==> config.mk <==
export PLATFORM = sky130hd
export DESIGN_NAME = pic_top
export DESIGN_NICKNAME = d
export VERILOG_FILES = /design/src/inc/pic_pkg.sv /design/src/verilog/pic_top.sv
export SDC_FILE = /design/constraint.sdc
export NUM_CORES = 1
export LEC_CHECK = 0
export BUFFER_PORTS_ARGS = -buffer_cell sky130_fd_sc_hd__buf_4
export CAP_MARGIN = 20
export CORE_MARGIN = 2
export CORE_UTILIZATION = 55
export CTS_BUF_LIST = sky130_fd_sc_hd__clkbuf_4 sky130_fd_sc_hd__clkbuf_8 sky130_fd_sc_hd__clkbuf_16
export DETAILED_ROUTE_END_ITERATION = 7
export GPL_TIMING_DRIVEN = 0
export MAX_ROUTING_LAYER = met4
export PLACE_DENSITY = 0.9
export SYNTH_ARGS = -nofsm -noshare
export SYNTH_HDL_FRONTEND = slang
export SYNTH_SLANG_ARGS = --single-unit
==> constraint.sdc <==
create_clock -name clock_in -period 1.8 [get_ports clock_in]
set_input_delay 0.36 -clock clock_in [delete_from_list [all_inputs] [get_ports clock_in]]
set_output_delay 0.36 -clock clock_in [all_outputs]
set_load 0.02 [all_outputs]
==> src/inc/pic_pkg.sv <==
// constants and register map for the prioritized interrupt controller
package pic_pkg;
    localparam int NCH = 15;
    localparam logic [7:0] OFF_TRIG_HI = 8'h00;
    localparam logic [7:0] OFF_TRIG_LO = 8'h04;
    localparam logic [7:0] OFF_SENSE = 8'h08;
    localparam logic [7:0] OFF_CLEAR = 8'h0C;
    localparam logic [7:0] OFF_MASK = 8'h10;
    localparam logic [7:0] OFF_LEVEL = 8'h14;
    localparam logic [7:0] OFF_MODE = 8'h18;
    localparam logic [15:0] MASK_RESET = 16'hFFFF;
    localparam int LEVEL_CLEAR_BIT = 4;
    localparam int LEVEL_MASK_BIT = 0;
    localparam logic [31:0] UNMAPPED_DATA = 32'h0000_0000;
    typedef enum logic [1:0] {
        TRIG_HIGH = 2'b00,
        TRIG_LOW = 2'b01,
        TRIG_RISE = 2'b10,
        TRIG_FALL = 2'b11
    } pic_trig_type;
    typedef enum logic [1:0] {
        MODE_PASS = 2'b00,
        MODE_ENABLED = 2'b01
    } pic_mode_type;
endpackage : pic_pkg

==> src/verilog/pic_top.sv <==
// prioritized interrupt controller with apb register slave
// How it works
// (RULE_01) two-bit trigger per channel: high, low, rise, fall; reset high
// (RULE_02) trigger register hi holds channels 8-15, register lo channels 1-7
// (RULE_03) channels without pins read low internally
// (RULE_04) detected trigger sets read-only sense bit; reset clears sense
// (RULE_05) software programs triggers and clears pending before enabling
// (RULE_06) mode 00: level pins pass straight to the core
// (RULE_07) mode 01: level pins become requests 15..12, requests 11..8 usable
// (RULE_08) software never writes mode values 10 or 11
// (RULE_09) when enabled, requests 15..1 recorded in sense on trigger
// (RULE_10) highest unmasked sensed request is encoded into level latch
// (RULE_11) latched level reaches core only while level mask bit clear
// (RULE_12) writing one to level clear bit empties the level latch
// (RULE_13) pending unmasked requests load into latch one after another
// (RULE_14) reset sets every mask bit
// (RULE_15) writing one to clear bit n clears sense bit n
// (RULE_16) software clears sense bit first, then writes level clear
// (RULE_17) level mask set: still latch, no trap; nonzero latch means pending
// (RULE_18) sense bits readable for masked channels
// (RULE_19) fifteen levels, level 15 non-maskable by core
// (RULE_20) higher channel number wins; level equals channel number
// (RULE_21) inputs synchronised, edges from current versus previous sample
//
// The address map and the APB slave port were left to the implementer.
`timescale 1ns/100ps
`default_nettype none
module pic_top
    import pic_pkg::*;
(
    input wire logic clock_in,
    input wire logic rstn_in,
    input wire logic psel_in,
    input wire logic penable_in,
    input wire logic pwrite_in,
    input wire logic [7:0] paddr_in,
    input wire logic [31:0] pwdata_in,
    output logic [31:0] prdata_out,
    output logic pready_out,
    output logic pslverr_out,
    input wire logic [11:8] irq_pin_in,
    input wire logic [3:0] level_pin_in,
    output logic [3:0] core_level_out
);
    logic [11:8] irq_s1_r;
    logic [11:8] irq_s2_r;
    logic [3:0] lvl_s1_r;
    logic [3:0] lvl_s2_r;
    logic [15:1] prev_r;
    logic [15:0] trig_hi_r;
    logic [13:0] trig_lo_r;
    logic [15:1] sense_r;
    logic [15:0] mask_r;
    logic [3:0] latch_r;
    logic [1:0] mode_r;
    logic [31:0] prdata_r;
    logic pready_r;
    logic pslverr_r;
    logic [3:0] core_level_r;

    // two-flop synchronisers on all irq and level pins
    always_ff @(posedge clock_in or negedge rstn_in)
    begin
        if (!rstn_in)
        begin
            irq_s1_r <= 4'h0;
            irq_s2_r <= 4'h0;
            lvl_s1_r <= 4'h0;
            lvl_s2_r <= 4'h0;
        end
        else
        begin
            irq_s1_r <= irq_pin_in; // RULE_21
            irq_s2_r <= irq_s1_r;
            lvl_s1_r <= level_pin_in;
            lvl_s2_r <= lvl_s1_r;
        end
    end

    wire enabled = (mode_r == MODE_ENABLED);
    wire [15:1] req_now;
    // pinless channels held low; 11..8 and 15..12 only when enabled
    assign req_now = enabled ? {lvl_s2_r, irq_s2_r, 7'h00}
                             : 15'h0000; // RULE_03 RULE_07
    wire [29:0] trig_all = {trig_hi_r, trig_lo_r}; // RULE_02

    // per-channel trigger detection
    logic [15:1] hit;
    always_comb
    begin
        for (int n = 1; n <= NCH; n++)
        begin
            unique case (pic_trig_type'(trig_all[2*n-2 +: 2])) // RULE_01
                TRIG_HIGH: hit[n] = req_now[n];
                TRIG_LOW: hit[n] = !req_now[n];
                TRIG_RISE: hit[n] = req_now[n] && !prev_r[n]; // RULE_21
                TRIG_FALL: hit[n] = !req_now[n] && prev_r[n];
            endcase
        end
    end

    // apb decode
    wire access = psel_in && penable_in;
    wire wr = access && pwrite_in;
    wire known = (paddr_in == OFF_TRIG_HI) || (paddr_in == OFF_TRIG_LO) ||
        (paddr_in == OFF_SENSE) || (paddr_in == OFF_CLEAR) ||
        (paddr_in == OFF_MASK) || (paddr_in == OFF_LEVEL) ||
        (paddr_in == OFF_MODE);
    wire wr_clear = wr && (paddr_in == OFF_CLEAR);
    wire wr_level_clr = wr && (paddr_in == OFF_LEVEL) &&
        pwdata_in[LEVEL_CLEAR_BIT];
    wire [15:1] clr_bits = wr_clear ? pwdata_in[15:1] : 15'h0000;
    // clear bits not re-set by a same-cycle hit
    wire [15:1] clr_only = clr_bits & ~hit;

    // priority encode: highest channel number wins
    wire [15:1] pending = sense_r & ~mask_r[15:1]; // RULE_10
    logic [3:0] winner;
    always_comb
    begin
        winner = 4'h0;
        for (int n = 1; n <= NCH; n++)
        begin
            if (pending[n])
                winner = 4'(n); // RULE_20
        end
    end

    always_ff @(posedge clock_in or negedge rstn_in)
    begin
        if (!rstn_in)
        begin
            prev_r <= 15'h0000;
            sense_r <= 15'h0000; // RULE_04
        end
        else
        begin
            prev_r <= req_now;
            // set wins over clear
            sense_r <= (sense_r & ~clr_bits) |
                (enabled ? hit : 15'h0000); // RULE_04 RULE_09 RULE_15
        end
    end

    // level latch: loads when empty, emptied by clear bit
    always_ff @(posedge clock_in or negedge rstn_in)
    begin
        if (!rstn_in)
            latch_r <= 4'h0;
        else if (wr_level_clr)
            latch_r <= 4'h0; // RULE_12
        else if (latch_r == 4'h0)
            latch_r <= winner; // RULE_10 RULE_13 RULE_17
    end

    always_ff @(posedge clock_in or negedge rstn_in)
    begin
        if (!rstn_in)
        begin
            trig_hi_r <= 16'h0000; // RULE_01
            trig_lo_r <= 14'h0000;
            mask_r <= MASK_RESET; // RULE_14
            mode_r <= MODE_PASS;
        end
        else if (wr)
        begin
            if (paddr_in == OFF_TRIG_HI)
                trig_hi_r <= pwdata_in[15:0];
            if (paddr_in == OFF_TRIG_LO)
                trig_lo_r <= pwdata_in[13:0];
            if (paddr_in == OFF_MASK)
                mask_r <= pwdata_in[15:0];
            if (paddr_in == OFF_MODE)
                mode_r <= pwdata_in[1:0];
        end
    end

    // read mux; clear register reads zero
    logic [31:0] rd_mux;
    always_comb
    begin
        rd_mux = UNMAPPED_DATA;
        unique case (paddr_in)
            OFF_TRIG_HI: rd_mux = {16'h0000, trig_hi_r};
            OFF_TRIG_LO: rd_mux = {18'h0_0000, trig_lo_r};
            OFF_SENSE: rd_mux = {16'h0000, sense_r, 1'b0}; // RULE_18
            OFF_MASK: rd_mux = {16'h0000, mask_r};
            OFF_LEVEL: rd_mux = {28'h000_0000, latch_r}; // RULE_17
            OFF_MODE: rd_mux = {30'h0000_0000, mode_r};
            default: rd_mux = UNMAPPED_DATA;
        endcase
    end

    // no wait state: setup, access(ready)
    always_ff @(posedge clock_in or negedge rstn_in)
    begin
        if (!rstn_in)
        begin
            pready_r <= 1'b0;
            pslverr_r <= 1'b0;
            prdata_r <= 32'h0000_0000;
        end
        else
        begin
            pready_r <= psel_in && !penable_in;
            pslverr_r <= psel_in && !penable_in && !known;
            prdata_r <= rd_mux;
        end
    end
    assign prdata_out = prdata_r;
    assign pready_out = pready_r;
    assign pslverr_out = pslverr_r;

    // core level: bypass, or latch gated by level mask bit
    always_ff @(posedge clock_in or negedge rstn_in)
    begin
        if (!rstn_in)
            core_level_r <= 4'h0;
        else if (!enabled)
            core_level_r <= lvl_s2_r; // RULE_06
        else if (!mask_r[LEVEL_MASK_BIT])
            core_level_r <= latch_r; // RULE_11 RULE_19
        else
            core_level_r <= 4'h0; // RULE_17
    end
    assign core_level_out = core_level_r;


    // reset values
    AST_SENSE_RESET: assert property ( // RULE_04
        @(posedge clock_in)
        $rose(rstn_in) |-> sense_r == 15'h0000)
        else $error("sense not clear after reset");
    AST_MASK_RESET: assert property ( // RULE_14
        @(posedge clock_in)
        $rose(rstn_in) |-> mask_r == MASK_RESET)
        else $error("mask not set after reset");
    AST_TRIG_RESET: assert property ( // RULE_01
        @(posedge clock_in)
        $rose(rstn_in) |-> trig_hi_r == 16'h0000 && trig_lo_r == 14'h0000)
        else $error("trigger modes not high level after reset");
    AST_MODE_RESET: assert property ( // RULE_06
        @(posedge clock_in)
        $rose(rstn_in) |-> mode_r == MODE_PASS)
        else $error("controller not bypassed after reset");

    // level latch and core level
    AST_LEVEL_CLEAR: assert property ( // RULE_12
        @(posedge clock_in) disable iff (!rstn_in)
        wr_level_clr |=> latch_r == 4'h0)
        else $error("level latch not cleared");
    AST_LOAD_WINNER: assert property ( // RULE_13
        @(posedge clock_in) disable iff (!rstn_in)
        (latch_r == 4'h0 && !wr_level_clr) |=> latch_r == $past(winner))
        else $error("latch did not load winner");
    AST_LATCH_HOLD: assert property ( // RULE_13
        @(posedge clock_in) disable iff (!rstn_in)
        (latch_r != 4'h0 && !wr_level_clr) |=> $stable(latch_r))
        else $error("latch changed while occupied");
    AST_BYPASS: assert property ( // RULE_06
        @(posedge clock_in) disable iff (!rstn_in)
        (!enabled) |=> core_level_out == $past(lvl_s2_r))
        else $error("bypass level wrong");
    AST_GATED: assert property ( // RULE_11
        @(posedge clock_in) disable iff (!rstn_in)
        (enabled && mask_r[0]) |=> core_level_out == 4'h0)
        else $error("trap raised while level mask set");
    AST_CORE_LEVEL: assert property ( // RULE_11
        @(posedge clock_in) disable iff (!rstn_in)
        (enabled && !mask_r[0]) |=> core_level_out == $past(latch_r))
        else $error("latched level not presented to core");
    AST_HIGHEST: assert property ( // RULE_20
        @(posedge clock_in) disable iff (!rstn_in)
        pending[15] |-> winner == 4'hF)
        else $error("channel 15 not highest");

    // request sense
    AST_SENSE_CLEAR: assert property ( // RULE_15
        @(posedge clock_in) disable iff (!rstn_in)
        wr_clear |=> (sense_r & $past(clr_only)) == 15'h0000)
        else $error("sense bit not cleared");
    AST_RECORD: assert property ( // RULE_09
        @(posedge clock_in) disable iff (!rstn_in)
        (enabled && hit[15]) |=> sense_r[15])
        else $error("request not recorded");
    AST_SENSE_IDLE: assert property ( // RULE_09
        @(posedge clock_in) disable iff (!rstn_in)
        (!enabled) |=> (sense_r & ~$past(sense_r)) == 15'h0000)
        else $error("request recorded while bypassed");
    AST_PINLESS_LOW: assert property ( // RULE_03
        @(posedge clock_in) disable iff (!rstn_in)
        (enabled && trig_all[1:0] == TRIG_LOW) |=> sense_r[1])
        else $error("pinless low-level channel not pending");
    AST_POLL_SENSE: assert property ( // RULE_18
        @(posedge clock_in) disable iff (!rstn_in)
        (psel_in && !penable_in && paddr_in == OFF_SENSE) |=>
            prdata_out == {16'h0000, $past(sense_r), 1'b0})
        else $error("sense read data wrong");

    // bus answer
    AST_READY_PULSE: assert property (
        @(posedge clock_in) disable iff (!rstn_in)
        (psel_in && !penable_in) |=> pready_out)
        else $error("no ready after setup cycle");
    AST_SLVERR: assert property (
        @(posedge clock_in) disable iff (!rstn_in)
        pslverr_out |-> pready_out)
        else $error("error response without ready");

    CVR_TRAP: cover property (@(posedge clock_in)
        core_level_out != 4'h0 && enabled);
    CVR_ACK: cover property (@(posedge clock_in)
        wr_level_clr && latch_r != 4'h0);
    CVR_POLL: cover property (@(posedge clock_in)
        mask_r[0] && latch_r != 4'h0);
    CVR_BYPASS: cover property (@(posedge clock_in)
        !enabled && core_level_out != 4'h0);
    CVR_EDGE: cover property (@(posedge clock_in)
        enabled && hit[8]);
endmodule : pic_top
`default_nettype wire

==> results.py <==
metrics = {
    "clock_tree": {
        "cts_inserted_buffers": 17,
        "htreeDepth": 4,
        "clkLatencyLatePin_ps": 520,
        "cts_root_buf": "clkbuf_8",
        "clk_pin_slew_ps": 60,
        "cts_buffer_depth": 2,
        "cts.sinks": 113,
        "cts_tree": "built",
    },
    "synthesis": {
        "syn_avg_cell_area_sq_um": 11.3,
        "synth-seq-area-share": 0.578,
        "synth_edf_count": 0,
        "yosys.area.top_type_share": 0.493,
        "syn_inst": 437,
        "ys_types": 48,
        "synth_area_leader_cell": "dfrtp_1",
        "yosys_warnings": 0,
        "synthMostInstantiatedCell": "dfrtp_1",
        "async_flop_share": 1.00,
        "yosys_register_bits": 113,
        "synthTopCellsByCount": "dfrtp_1 (97), nand2_1 (56), o21ai_0 (47)",
        "netlist_area_sq_um": 4930,
        "synth.area.top_cells": "dfrtp_1 (49%), dfstp_2 (8.5%), mux2_2 (7.3%)",
        "synth_top_flop_cell": "dfrtp_1",
    },
    "grt": {
        "grt_pass1_wl_mm": 20.5,
        "grt_max_degree": 60,
        "overflow": 0,
        "antenna_found_initial": 0,
        "grt_pass1_vias": 4065,
        "grt_usage": 0.284,
    },
    "layout": {
        "drive_above_1_share": 0.328,
        "fillerInstances": 582,
        "diodes": 0,
        "fin_area_sq_um": 6340,
        "nets": 595,
        "area_growth_pct": 28.8,
    },
    "placement": {
        "port-buffer-count": 57,
        "post-dp-hpwl_mm": 8.38,
        "place.gp.congestion": 0.922,
        "post_dp_cell_area_sq_um": 5590,
        "post-place-ws_ps": -532,
    },
    "status": {
        "status": "finished, final reports clean",
    },
    "detailed_routing": {
        "first_iter_violations": 409,
        "firstDrtPassIters": 7,
        "ant_nets": 0,
        "wl_mm": 12.8,
        "vias": 3966,
        "wire_per_inst_um": 19.3,
        "drc": 0,
        "viasPerCell": 5.98,
    },
    "sta": {
        "rsz0062_at_grt": "no",
        "period_share": 0.950,
        "drv_slew": 0,
        "fin_ws_ps": 89.2,
        "worst_pin_slew_ps": 1030,
        "max_freq_mhz": 585,
        "max_slew_margin": 0.309,
        "setup_viol": 0,
        "final.min_clock_period_ps": 1710,
        "hold_viol": 0,
        "skew_ps": 6.82,
    },
    "floorplanning": {
        "rows": 34,
        "pin_count": 91,
        "start_util": 0.565,
        "fp.dieW_um": 98.6,
        "design.die.area_sq_um": 9730,
        "die_y_um": 98.6,
        "core_area_sq_um": 8720,
    },
    "critical_path": {
        "slowest_delay_ps": 540,
        "crit_path_top_delay_cell": "clkbuf_1",
        "cp_data_required_time_ps": 2250,
        "crit_chain": "nor2b_1, clkbuf_1, a22o_1",
        "critical_path_class": "reg2reg",
        "cp_max_fo": 10,
        "end_kind": "register",
        "arrival_ps": 2160,
        "r2r_slack_ps": 90,
        "cp-start-kind": "register",
    },
    "job": {
        "max_cap_violations": 0,
    },
    "power": {
        "ir_worst_vdd_mv": 0.754,
        "power.density_nw_per_um2": 1020,
        "p_leak_nw": 3.00,
    },
    "hold_path": {
        "holdCritPathClass": "in2reg",
    },
}
[worst max-delay path, delay by kind of cell (launching register included)]
family / cells / cell delay (ps)
DFF: 1 / 380
and+or+nand+nor: 1 / 480
AOI/OAI and AO/OA: 1 / 240
buffers and inverters: 1 / 540
[final cells by class]
class / count / area (sq um) / area share
Buffer: 31 / 215 / 0.0339
Clock buffer: 19 / 429 / 0.0676
Clock inverter: 13 / 163 / 0.0256
Inverter: 24 / 90.1 / 0.0142
Multi-Input combinational cell: 284 / 1860 / 0.294
Sequential cell: 113 / 2850 / 0.449
Tap cell: 108 / 135 / 0.0213
Timing Repair Buffer: 71 / 601 / 0.0947
[flip-flops by register name (all words and copies together) (netlist names)]
signal / flops
mask_r: 16
prdata_out: 16
trig_hi_r: 16
sense_r: 15
trig_lo_r: 14
prev_r: 8
core_level_out: 4
irq_s1_r: 4
irq_s2_r: 4
latch_r: 4
lvl_s1_r: 4
lvl_s2_r: 4
mode_r: 2
pready_out: 1
pslverr_out: 1
[path summary, 6_finish.rpt]
kind / start / cells after the start / endpoint
max in group asynchronous: rstn_in / 3 / mask_r[0]
worst min register to register: irq_s1_r[8] / 0 / irq_s2_r[8]
worst max-delay path: mode_r[0] / 3 / sense_r[14]
min in group asynchronous: rstn_in / 2 / prdata_out[7]
worst max register to register: mode_r[0] / 3 / sense_r[14]
worst min-delay path: penable_in / 2 / pready_out
[kinds of logic (layout without fill, tap and decap cells)]
family,after synthesis,in the layout,synth area share
AOI/OAI and AO/OA,125,125,0.165
DFF,113,113,0.578
and+or+nand+nor,110,110,0.122
buffers and inverters,55,158,0.0587
muxes,32,32,0.0732
other,1,16,0.000761
xor gates and xnor gates,1,1,0.00178
[where the power goes]
part / total, mW / internal, mW / switching (mW)
sequential: 2.69 / 2.63 / 0.0638
combinational: 0.457 / 0.195 / 0.262
clock: 3.34 / 2.14 / 1.20
total: 6.49 / 4.96 / 1.52
[cell usage in the layout (no fill, tap or decap), types with 15 or more instances in the layout]
cell,synthesis,layout
conb_1,1,16
a22oi_1,27,27
a21oi_1,15,15
o21ai_0,47,47
clkbuf_16,0,16
dfstp_2,16,16
inv_1,23,23
nand2_1,56,56
dfrtp_1,97,97
buf_4,19,77
mux2_2,32,32
[through the flow]
step | power (mW) | cells | hold slack [ps] | util | TNS, ps
after floorplan | 2.95 | 452 | 64.4 | - | 0
after global placement | 3.13 | 617 | 332 | 0.638 | -24640
after detailed placement | 3.16 | 618 | 335 | 0.641 | -26150
after CTS | 6.47 | 662 | 12.1 | 0.725 | 0
after global routing | 6.66 | 663 | 16.7 | 0.728 | 0
final | 6.49 | 663 | 17.0 | 0.728 | 0
[per-layer routing]
layer  up-vias  GRT usage  part of all wire
li1       1743          -                 -
met1      1925      0.349              0.39
met2       249      0.441              0.48
met3        49     0.0745             0.084
met4         0      0.138             0.040
met5         -          -                 0
[repair_timing]
item,4_1_cts,5_1_grt
endpoints found under the setup margin,10,24
buffers inserted,3,1
endpoints found under the hold margin,55,0
resized for setup,1,11
hold buffers,9,0
pin swaps,1,1
Power figures use the tool's default switching activity.
